===== config.mk =====
export PLATFORM = sky130hd
export DESIGN_NAME = dsp_device_flat
export DESIGN_NICKNAME = d
export VERILOG_FILES = /design/src/logic/dsp_pkg.sv /design/src/logic/dsp_link_if.sv /design/src/logic/dsp_device.sv /design/src/flat_wrapper.sv
export SDC_FILE = /design/constraint.sdc
export NUM_CORES = 1
export LEC_CHECK = 0
export BUFFER_PORTS_ARGS = -buffer_cell sky130_fd_sc_hd__buf_2
export CAP_MARGIN = 10
export CORE_MARGIN = 2
export CORE_UTILIZATION = 35
export DETAILED_ROUTE_END_ITERATION = 7
export PLACE_DENSITY_LB_ADDON = 0.25
export SETUP_SLACK_MARGIN = 0.5
export SYNTH_ARGS = -nofsm -noshare
export SYNTH_HDL_FRONTEND = slang
export SYNTH_SLANG_ARGS = --single-unit

===== constraint.sdc =====
create_clock -name clk_sys -period 4.91 [get_ports clk_sys]
set_input_delay 0.982 -clock clk_sys [delete_from_list [all_inputs] [get_ports clk_sys]]
set_output_delay 0.982 -clock clk_sys [all_outputs]
set_load 0.05 [all_outputs]

===== src/logic/dsp_pkg.sv =====
package dsp_pkg;
  // word layout
  localparam int WORD_BITS = 24;
  localparam int ADDR_MSB = 23;
  localparam int ADDR_LSB = 16;
  localparam int DATA_BITS = 16;
  // address byte decode
  localparam logic [7:0] ADDR_NOP = 8'h00;
  localparam logic [7:0] ADDR_DAC_CODE = 8'h01;
  localparam logic [7:0] ADDR_READBACK = 8'h02;
  localparam logic [7:0] ADDR_CONFIG = 8'h55;
  localparam logic [7:0] ADDR_SOFT_RESET = 8'h56;
  // read selector
  localparam logic [1:0] RSEL_STATUS = 2'h0;
  localparam logic [1:0] RSEL_DAC_CODE = 2'h1;
  localparam logic [1:0] RSEL_CONFIG = 2'h2;
  // configuration fields
  localparam int CFG_OUT_ON_BIT = 12;
  localparam int CFG_CHAIN_BIT = 3;
  localparam logic [15:0] REG_RESET = 16'h0000;
  // host side timing: 30 MHz ceiling on the shift clock
  localparam int CLK_SYS_MHZ = 200;
  localparam int SCLK_MAX_MHZ = 30;
  localparam int SCLK_HALF_CYC = (CLK_SYS_MHZ + 2 * SCLK_MAX_MHZ - 1) / (2 * SCLK_MAX_MHZ);
  // wishbone register offsets of the host controller
  localparam logic [3:0] HR_TX_WORD = 4'h0;
  localparam logic [3:0] HR_CTRL = 4'h4;
  localparam logic [3:0] HR_STATUS = 4'h8;
  localparam logic [3:0] HR_RX_WORD = 4'hC;
  localparam int HR_CTRL_START = 0;
  localparam int HR_CTRL_LEN = 8;
endpackage


===== src/logic/dsp_link_if.sv =====
`timescale 1ns/1ps
interface dsp_link_if;
  logic sclk;
  logic serialDataIn;
  logic latch;
  logic serialDataOut;
  logic serialDataOutEn_n;
  modport device (input sclk, input serialDataIn, input latch,
    output serialDataOut, output serialDataOutEn_n);
  modport host (output sclk, output serialDataIn, output latch,
    input serialDataOut, input serialDataOutEn_n);
endinterface


===== src/logic/dsp_device.sv =====
`timescale 1ns/1ps
// Notes on behaviour
// - shift clock up to 30 MHz
// - 24-bit words, MSB first, shift register
// - sample data on each rising shift clock
// - bits 23:16 address, 15:0 data
// - latch rise commits last 24 bits
// - shifting continues whatever the latch level
// - decode nop, code, readback, config, reset
// - host gives exactly 24 edges per word
// - wrong edge count word may be dropped
// - free clock needs latch right after bits
// - gated burst exact, latch after last
// - MSB edge starts a write cycle
// - chain mode only while chain bit set
// - chain mode: old bits leave via output
// - serial output changes on falling edge, except the readback MSB, which is set on the latch strobe
// - chain of n needs 24n clocks
// - top four code bits thermometer, rest ladder
// - host clears output enable before range change
// - readback selector, next word a nop
// - readback output enabled, released by latch
// - code from 15:4 or 15:0 by variant
// - power-on clears every register except sdoEn_n, which is set to 1
module dsp_device import dsp_pkg::*; #(
  parameter int CODE_BITS = 16
) (
  // clock and reset
  input wire logic clk_sys,
  input wire logic srst,
  // link
  dsp_link_if.device link,
  // analog side controls
  output logic [15:0] dacCode,
  output logic [15:0] configWord,
  output logic analogOutputOn,
  output logic [14:0] thermometerSwitches,
  output logic [CODE_BITS-5:0] ladderSwitches,
  output logic wordRejected
);
  typedef struct packed {
    logic [1:0] sclkSync;
    logic [1:0] latchSync;
    logic [1:0] sdinSync;
    logic sclkPrev;
    logic latchPrev;
    logic [23:0] shiftWord;
    logic [5:0] edgeCount;
    logic [15:0] dacCode;
    logic [15:0] configWord;
    logic [15:0] readData;
    logic readArmed;
    logic readPending;
    logic readActive;
    logic [4:0] readCount;
    logic serial_data_out;
    logic sdoEn_n;
    logic [14:0] therm;
    logic [CODE_BITS-5:0] ladder;
    logic rejected;
  } dsp_dev_s;

  dsp_dev_s r, next_r;

  // thermometer decode of a 4-bit field
  function automatic logic [14:0] thermo(input logic [3:0] v);
    logic [14:0] t;
    t = '0;
    for (int i = 0; i < 15; i++) begin
      t[i] = (32'(v) > i);
    end
    return t;
  endfunction

  logic sclkRise, sclkFall, latchRise, chainOn;
  logic [23:0] shifted;
  logic [15:0] codeNext;
  logic [15:0] rbData;

  // edges come from the second synchroniser stage only
  assign sclkRise = r.sclkSync[1] & ~r.sclkPrev;
  assign sclkFall = ~r.sclkSync[1] & r.sclkPrev;
  assign latchRise = r.latchSync[1] & ~r.latchPrev;
  assign chainOn = r.configWord[CFG_CHAIN_BIT];
  assign shifted = {r.shiftWord[22:0], r.sdinSync[1]};

  always_comb begin
    next_r = r;
    codeNext = r.dacCode;
    rbData = 16'h0000;
    next_r.sclkSync = {r.sclkSync[0], link.sclk};
    next_r.latchSync = {r.latchSync[0], link.latch};
    next_r.sdinSync = {r.sdinSync[0], link.serialDataIn};
    next_r.sclkPrev = r.sclkSync[1];
    next_r.latchPrev = r.latchSync[1];
    next_r.rejected = 1'b0;
    // shifting runs whatever latch does; sclk at most 30 MHz keeps 3+ samples per half
    if (sclkRise) begin
      next_r.shiftWord = shifted;
      // first edge after a commit starts the write cycle
      if (r.edgeCount != 6'h3F) begin
        next_r.edgeCount = r.edgeCount + 6'h01;
      end
      if (r.readActive && r.readCount != 5'h00) begin
        next_r.readCount = r.readCount - 5'h01;
      end
    end
    // serial output moves on the falling edge
    if (sclkFall) begin
      if (r.readActive) begin
        // count already stepped on the rise, so it points one past the bit
        if (r.readCount != 5'h00) begin
          next_r.serial_data_out = r.readData[4'(r.readCount - 5'h01)];
        end else begin
          next_r.serial_data_out = 1'b0;
        end
      end else if (chainOn) begin
        next_r.serial_data_out = r.shiftWord[23];
      end
    end
    if (latchRise) begin
      next_r.edgeCount = 6'h00;
      // readback window closes on the latch after the data left
      next_r.readActive = 1'b0;
      next_r.readPending = 1'b0;
      // chain mode accepts any edge count; standalone needs exactly 24
      if (!chainOn && r.edgeCount != 6'(WORD_BITS)) begin
        next_r.rejected = 1'b1;
      end else begin
        unique case (r.shiftWord[ADDR_MSB:ADDR_LSB])
          ADDR_NOP: ;
          ADDR_DAC_CODE: begin
            if (CODE_BITS == 12) begin
              codeNext = {r.shiftWord[15:4], 4'h0};
            end else begin
              codeNext = r.shiftWord[15:0];
            end
            next_r.dacCode = codeNext;
          end
          ADDR_READBACK: begin
            next_r.readPending = 1'b1;
            case (r.shiftWord[1:0])
              RSEL_STATUS: rbData = {15'h0000, r.readPending};
              RSEL_DAC_CODE: rbData = r.dacCode;
              RSEL_CONFIG: rbData = r.configWord;
              default: rbData = 16'h0000;
            endcase
            // the strobe of the request opens the output so the next nop carries data
            next_r.readData = rbData;
            next_r.readActive = 1'b1;
            next_r.readCount = 5'h10;
            next_r.serial_data_out = rbData[15];
          end
          ADDR_CONFIG: next_r.configWord = r.shiftWord[15:0];
          ADDR_SOFT_RESET: begin
            next_r.dacCode = REG_RESET;
            next_r.configWord = REG_RESET;
            next_r.readPending = 1'b0;
            next_r.readActive = 1'b0;
            codeNext = REG_RESET;
          end
          default: ;
        endcase
      end
    end
    // split the code into thermometer and ladder switch controls
    next_r.therm = thermo(codeNext[15:12]);
    next_r.ladder = codeNext[15-4 -: CODE_BITS-4];
    // driven only while chaining or a readback is open
    next_r.sdoEn_n = ~(next_r.readActive | next_r.configWord[CFG_CHAIN_BIT]);
  end

  // single register stage for all state
  always_ff @(posedge clk_sys) begin
    if (srst) begin
      r <= '0;
      r.sdoEn_n <= 1'b1;
    end else begin
      r <= next_r;
    end
  end

  assign link.serialDataOut = r.serial_data_out;
  assign link.serialDataOutEn_n = r.sdoEn_n;
  assign dacCode = r.dacCode;
  assign configWord = r.configWord;
  assign analogOutputOn = r.configWord[CFG_OUT_ON_BIT];
  assign thermometerSwitches = r.therm;
  assign ladderSwitches = r.ladder;
  assign wordRejected = r.rejected;
endmodule


===== src/flat_wrapper.sv =====
// flat-port wrapper written by rule: the top's interface ports become plain ports
module dsp_device_flat import dsp_pkg::*;
#(
  parameter int CODE_BITS = 16
)
  (clk_sys, srst, dacCode, configWord, analogOutputOn, thermometerSwitches, ladderSwitches, wordRejected, link_sclk, link_serialDataIn, link_latch, link_serialDataOut, link_serialDataOutEn_n);
  dsp_link_if link_i ();
  input wire logic clk_sys;
  input wire logic srst;
  output logic [15:0] dacCode;
  output logic [15:0] configWord;
  output logic analogOutputOn;
  output logic [14:0] thermometerSwitches;
  output logic [CODE_BITS-5:0] ladderSwitches;
  output logic wordRejected;
  input wire logic [$bits(link_i.sclk)-1:0] link_sclk;
  input wire logic [$bits(link_i.serialDataIn)-1:0] link_serialDataIn;
  input wire logic [$bits(link_i.latch)-1:0] link_latch;
  output wire logic [$bits(link_i.serialDataOut)-1:0] link_serialDataOut;
  output wire logic [$bits(link_i.serialDataOutEn_n)-1:0] link_serialDataOutEn_n;
  assign link_i.sclk = link_sclk;
  assign link_i.serialDataIn = link_serialDataIn;
  assign link_i.latch = link_latch;
  assign link_serialDataOut = link_i.serialDataOut;
  assign link_serialDataOutEn_n = link_i.serialDataOutEn_n;
  dsp_device #(.CODE_BITS(CODE_BITS)) u_core (.clk_sys(clk_sys), .srst(srst), .link(link_i), .dacCode(dacCode), .configWord(configWord), .analogOutputOn(analogOutputOn), .thermometerSwitches(thermometerSwitches), .ladderSwitches(ladderSwitches), .wordRejected(wordRejected));
endmodule

=== Word-level counts from Yosys, hierarchy flattened ===
Index checks and enable logic that the tools add are counted.

* Register bits after elaboration: 123
* Input port bits: 5
* Output and inout bits: 63
* Word-level logic and storage cells: 88

* Add/sub/neg operators: 2
* Order comparisons: 16
* Eq/ne operators: 8
* Mux-type cells: 21
* Bitwise gates (word level): 10
* Reduce and logical (&&, ||, !) cells: 12

{| class="wikitable"
|+ Operators with widths
! cell !! number
|-
| $pmux 16 s2 || 2
|-
| $mux 16 || 3
|-
| $pmux 16 s3 || 1
|-
| $mux 20 || 2
|-
| $gt 4x4->1 const B || 7
|-
| $eq 8x7->1 const B || 2
|-
| $gt 4x3->1 const B || 4
|-
| $mux 5 || 2
|-
| $eq 8x1->1 const B || 1
|-
| $eq 8x2->1 const B || 1
|-
| $gt 4x1->1 const B || 2
|-
| $gt 4x2->1 const B || 2
|-
| $mux 8 || 1
|-
| $mux 7 || 1
|-
| $add 6x1->6 const B || 1
|-
| $mux 1 || 6
|-
| $mux 6 || 1
|-
| $ne 6x5->1 const B || 1
|-
| $ne 6x6->1 const B || 1
|-
| $not 1->1 || 6
|-
| $reduce_and 3->1 || 2
|-
| $lt 4x5->1 const B || 1
|-
| $reduce_bool 5->1 || 1
|-
| $sub 5x1->5 const B || 1
|-
| other kinds (12) || 17
|}

=== Longest topological paths before layout ===
* Depth after elaboration: 11
* Gate-level depth with buffers: 9
* Mapped depth without buffers: 8

=== Least setup slack after synthesis ===
Ideal clock, no wire load.

* Kind: register to register
* Start: register u_core.r[30] (netlist bit)
* End: register u_core.r (netlist bit u_core.link.serialDataOut)
* Setup time: 128 ps
* Data arrival time: 2,160 ps
* Data required time: 4,782 ps
* Path slack: 2,621 ps
* Cell stages (with the launch flop): 9
* Path buffers: 1
* Period minus slack after synthesis: 2,289 ps
* Cell sequence: dfxtp_1 > clkbuf_1 > inv_1 > ha_1 > mux4_2 > mux4_2 > nor2b_1 > o221ai_1 > o21ai_0

* Longest elaborated chain between the ends: 9
* Elaborated cells between the ends (all ways): 10
* Those cells by class: 1 x add/sub; 8 x mux; 1 x reduce/logical

{| class="wikitable"
|+ Ends and longest elaborated chain
! element !! RTL line !! RTL
|-
| start, declared || dsp_device.sv:63 || <nowiki>dsp_dev_s r, next_r;</nowiki>
|-
| start signal, assigned || dsp_device.sv:179 || <nowiki>r <= next_r;</nowiki>
|-
| $sub 5x1->5 || n/a ||
|-
| $bmux 1 s4 || dsp_device.sv:113 || <nowiki>next_r.serial_data_out = r.readData[4'(r.readCount - 5'h01)];</nowiki>
|-
| $mux 1 (not written as such) || dsp_device.sv:113 ||
|-
| $mux 1 (*) || dsp_device.sv:112 || <nowiki>if (r.readCount != 5'h00) begin</nowiki>
|-
| $mux 1 (*) || dsp_device.sv:110 || <nowiki>if (r.readActive) begin</nowiki>
|-
| $mux 1 (*) || dsp_device.sv:109 || <nowiki>if (sclkFall) begin</nowiki>
|-
| $mux 6 || dsp_device.sv:130 || <nowiki>unique case (r.shiftWord[ADDR_MSB:ADDR_LSB])</nowiki>
|-
| $mux 8 || dsp_device.sv:127 || <nowiki>if (!chainOn && r.edgeCount != 6'(WORD_BITS)) begin</nowiki>
|-
| $mux 7 (*) || dsp_device.sv:121 || <nowiki>if (latchRise) begin</nowiki>
|}

Mark *: on every way between the ends. The rest lies on a longest branch, timed or not. The select of a mux whose other input is x is not followed.
A chain may end at the register's enable or synchronous reset.

=== Worst setup path in the final report ===
* Start: register u_core.r[86] (netlist bit)
* End: register u_core.r (netlist bit u_core.thermometerSwitches[12])

* Longest elaborated chain between the ends: 5

{| class="wikitable"
|+ Ends and longest elaborated chain
! element !! RTL line !! RTL
|-
| $ne 6x5->1 || dsp_device.sv:127 ||
|-
| $logic_and 1x1->1 || dsp_device.sv:127 ||
|-
| $mux 16 || dsp_device.sv:127 ||
|-
| $mux 16 || dsp_device.sv:121 ||
|-
| $gt 4x4->1 || dsp_device.sv:70 || <nowiki>t[i] = (32'(v) > i);</nowiki>
|}

No other way between the ends.

==> run metrics <==
status finished clean; GRT Overall Usage between 15 and 20%; port bufs 67; Fill cells 1369; via count ~3.6k; Syn Std Cell Area 4940 µm²; hold crit path type register to register; endpoints failing hold 0; post_cts resized 0; Max clock buf depth 2; unrepaired setup endpoints after global routing false; total power draw between 2 and 2.5 mW; mean post-synth cell area slightly above 9 µm²; Crit path required time between 5 and 6 ns; number of global-route vias before repair roughly 3.5k; FP Rows between 40 and 50; CTS tree built; R2R cell count 7; CP endpoint kind register; Routability Congestion between 0.7 and 0.8; drc violations 0; reg-to-reg endpoint u_core.thermometerSwitches[12]; layout cells sized above 1 around a quarter; first-pass GRT wire length roughly 18000 µm; gr busiest metal met2; crit path kind register to register; clk root buf clkbuf_16; maxcap violations 0; Vias/cell 4.93; fin crit period between 2 and 3 ns; Final WS setup 1.92 ns; Crit Path Max Fanout 22; total CTS buffers 17; largest area contributor in the synthesized netlist dfxtp_1; Netlist cell types 38; ant diodes 0; critical hold path startpoint u_core.r[119]; routing usage on met3 around 5.3%; asr flop ratio synth 0%; top post-synthesis cells by area dfxtp_1, buf_4, a22oi_1; die width ~120 µm; CP cell instances inv_1 -> ha_1 -> a41oi_1 -> a211o_1 -> a22oi_1 -> or2_1 -> nor3_1; DR iter-0 viols roughly 260; worst vdd rail ir drop 0.000237 V; Detail Route Antenna Nets 0; synthesized net count roughly 550; EDFF count, synth 0; met2 Use GR between 20 and 25%; Clock Skews roughly 0.0093 ns; final core utilization between 40% and 50%; Die Span Y roughly 120 µm; met1 usage roughly a fifth; relative slew slack 18.3%; DPL Wire Length 7310 µm; hold depth 2; Cells after Synth 544; antenna violations before repair 0; Static Leak around 2.2 nW; synth-to-layout area growth 13.0%; Top FF cell, synth dfxtp_1; # clock sinks ~120; Worst Tran Pin Value between 1 and 1.5 ns; pwr dens a little over 400 nW/µm²; count of state elements after synthesis between 100 and 150; setup repair bufs after CTS 0; R2R setup slack 1.92 ns; wirelength, routed ~11000 µm; sequential area share after synthesis between 40 and 50%; final period utilization between 60% and 70%; Final Max Tran Viols 0; I/O pin cnt 68; slowest stage delay, CP ~0.85 ns; htree depth 4; Top delay family on crit path compound AO/OA/AOI/OAI gates; CP Launch Type register; Die ar. approximately 15000 µm²; synth warn 0; cts hold-fix bufs 0; largest net degree at the start of global routing 79; initial core utilization 35.8%; CTS clock-pin slew for the worst setup and hold paths approximately 0.06 ns; TritonRoute pass-1 iters 5; final setup TNS 0 ns; post-synth top area share 49.8%; Worst R2R Start u_core.r[86]; Layout Nets between 500 and 600; # setup viols final 0; CP max stage cell a211o_1; Fmax achieved 0.334 GHz; crit path buf inv count 1; CP arrival 3.31 ns; overflow left after global routing 0; hold endpoint u_core.r[92]; clk_lat worst skew 0.41 ns; routed len/inst roughly 15 µm; Core ar. ~14000 µm²; Post-Place Worst Slack around 1.9 ns
-- sequential cells by signal, summed over array words and instances, names as in the netlist --
signal,cells
u_core.thermometerSwitches,15
u_core.ladderSwitches,12
u_core.configWord,16
u_core.r,56
u_core.wordRejected,1
u_core.link.serialDataOutEn_n,1
u_core.dacCode,16
u_core.link.serialDataOut,1
u_core.next_r,5
-- cells in the mapped netlist (7+ instances only) --
cell / number
dfxtp_1: 123
nand2_1: 71
nor2_1: 62
buf_4: 60
a22oi_1: 36
a21oi_1: 34
o21ai_0: 27
clkbuf_1: 22
nor2b_1: 14
a22oi_2: 11
inv_1: 8
nor3_1: 7
xor2_1: 7
-- worst min-delay path: cells and delay by family, from the launching register on --
kind	cells	cell delay [ns]
AO/OA/AOI/OAI	1	0.05
AND/OR/NAND/NOR	1	0.05
flip-flops	1	0.30
-- metrics by stage --
stage | cells | hold slack, ns | area (µm²)
after global placement | 706 | 0.421 | 4970
after detailed placement | 706 | 0.427 | 4970
after global routing | 739 | 0.451 | 5590
final | 739 | 0.434 | 5590
after CTS | 738 | 0.440 | 5580
after floorplan | 544 | 0.414 | 4940
-- cells in the final DEF, fill, tap and decap left out, types with 3 or more instances in the layout --
cell	netlist	final
bufinv_16	0	3
nand2b_1	5	5
buf_2	5	67
a22oi_1	36	36
or3_1	5	5
and2_1	4	4
a21oi_1	34	34
o21ai_0	27	27
xor2_1	7	7
a22oi_2	11	11
buf_4	60	7
mux4_2	5	5
nor3_1	7	5
inv_1	8	8
or2_1	4	4
nand4_1	3	3
clkinv_4	0	5
ha_1	3	3
nand2_1	71	71
dfxtp_1	123	123
nor2_1	62	62
o21ai_2	4	4
clkinv_2	0	4
clkbuf_16	0	17
nor2b_1	14	14
-- final cells by class --
class                   count  area (µm²)  area share [%]
clock buffers              18         439            7.86
flip-flops and latches    123        2460            44.1
well taps                 180         225            4.03
multi-input cells         320        1870            33.4
clock inverters            14         170            3.04
repair buffers             74         388            6.94
inverters                  10        37.5           0.672
-- metal layers --
metal	vias to the layer above	wire length, µm
met5	-	0
met4	0	205
met3	16	578
met2	102	5270
met1	1733	5040
li1	1789	-
-- cell families after synthesis --
group	after synthesis	synth area share, %
compound gates	120	16.4
xor+xnor	9	1.59
fa+ha+maj	3	0.759
buf+inv	101	12.7
flops	123	49.8
mux	7	2.68
simple gates	181	16.1
-- worst max-delay path by stage --
stage	from	endpoint	slack [ns]	cells after the start
6_report	u_core.r[86]	u_core.thermometerSwitches[12]	1.92	7
5_1_grt	u_core.r[86]	u_core.thermometerSwitches[12]	1.62	7
4_1_cts	u_core.r[86]	u_core.thermometerSwitches[12]	1.87	7
3_5_place_dp	u_core.r[86]	u_core.thermometerSwitches[12]	1.88	7
3_3_place_gp	u_core.r[86]	u_core.thermometerSwitches[14]	2.04	7
2_1_floorplan	u_core.r[30]	u_core.link.serialDataOut	2.62	8
-- power breakdown --
part / internal, mW / leakage [nW] / switching, mW / total, mW
clock network: 0.812 / 0.300 / 0.454 / 1.27
registers: 1.00 / 0.992 / 0.00219 / 1.00
logic: 0.00798 / 0.871 / 0.0264 / 0.0343
No activity file was read; power rests on OpenSTA's default activity.
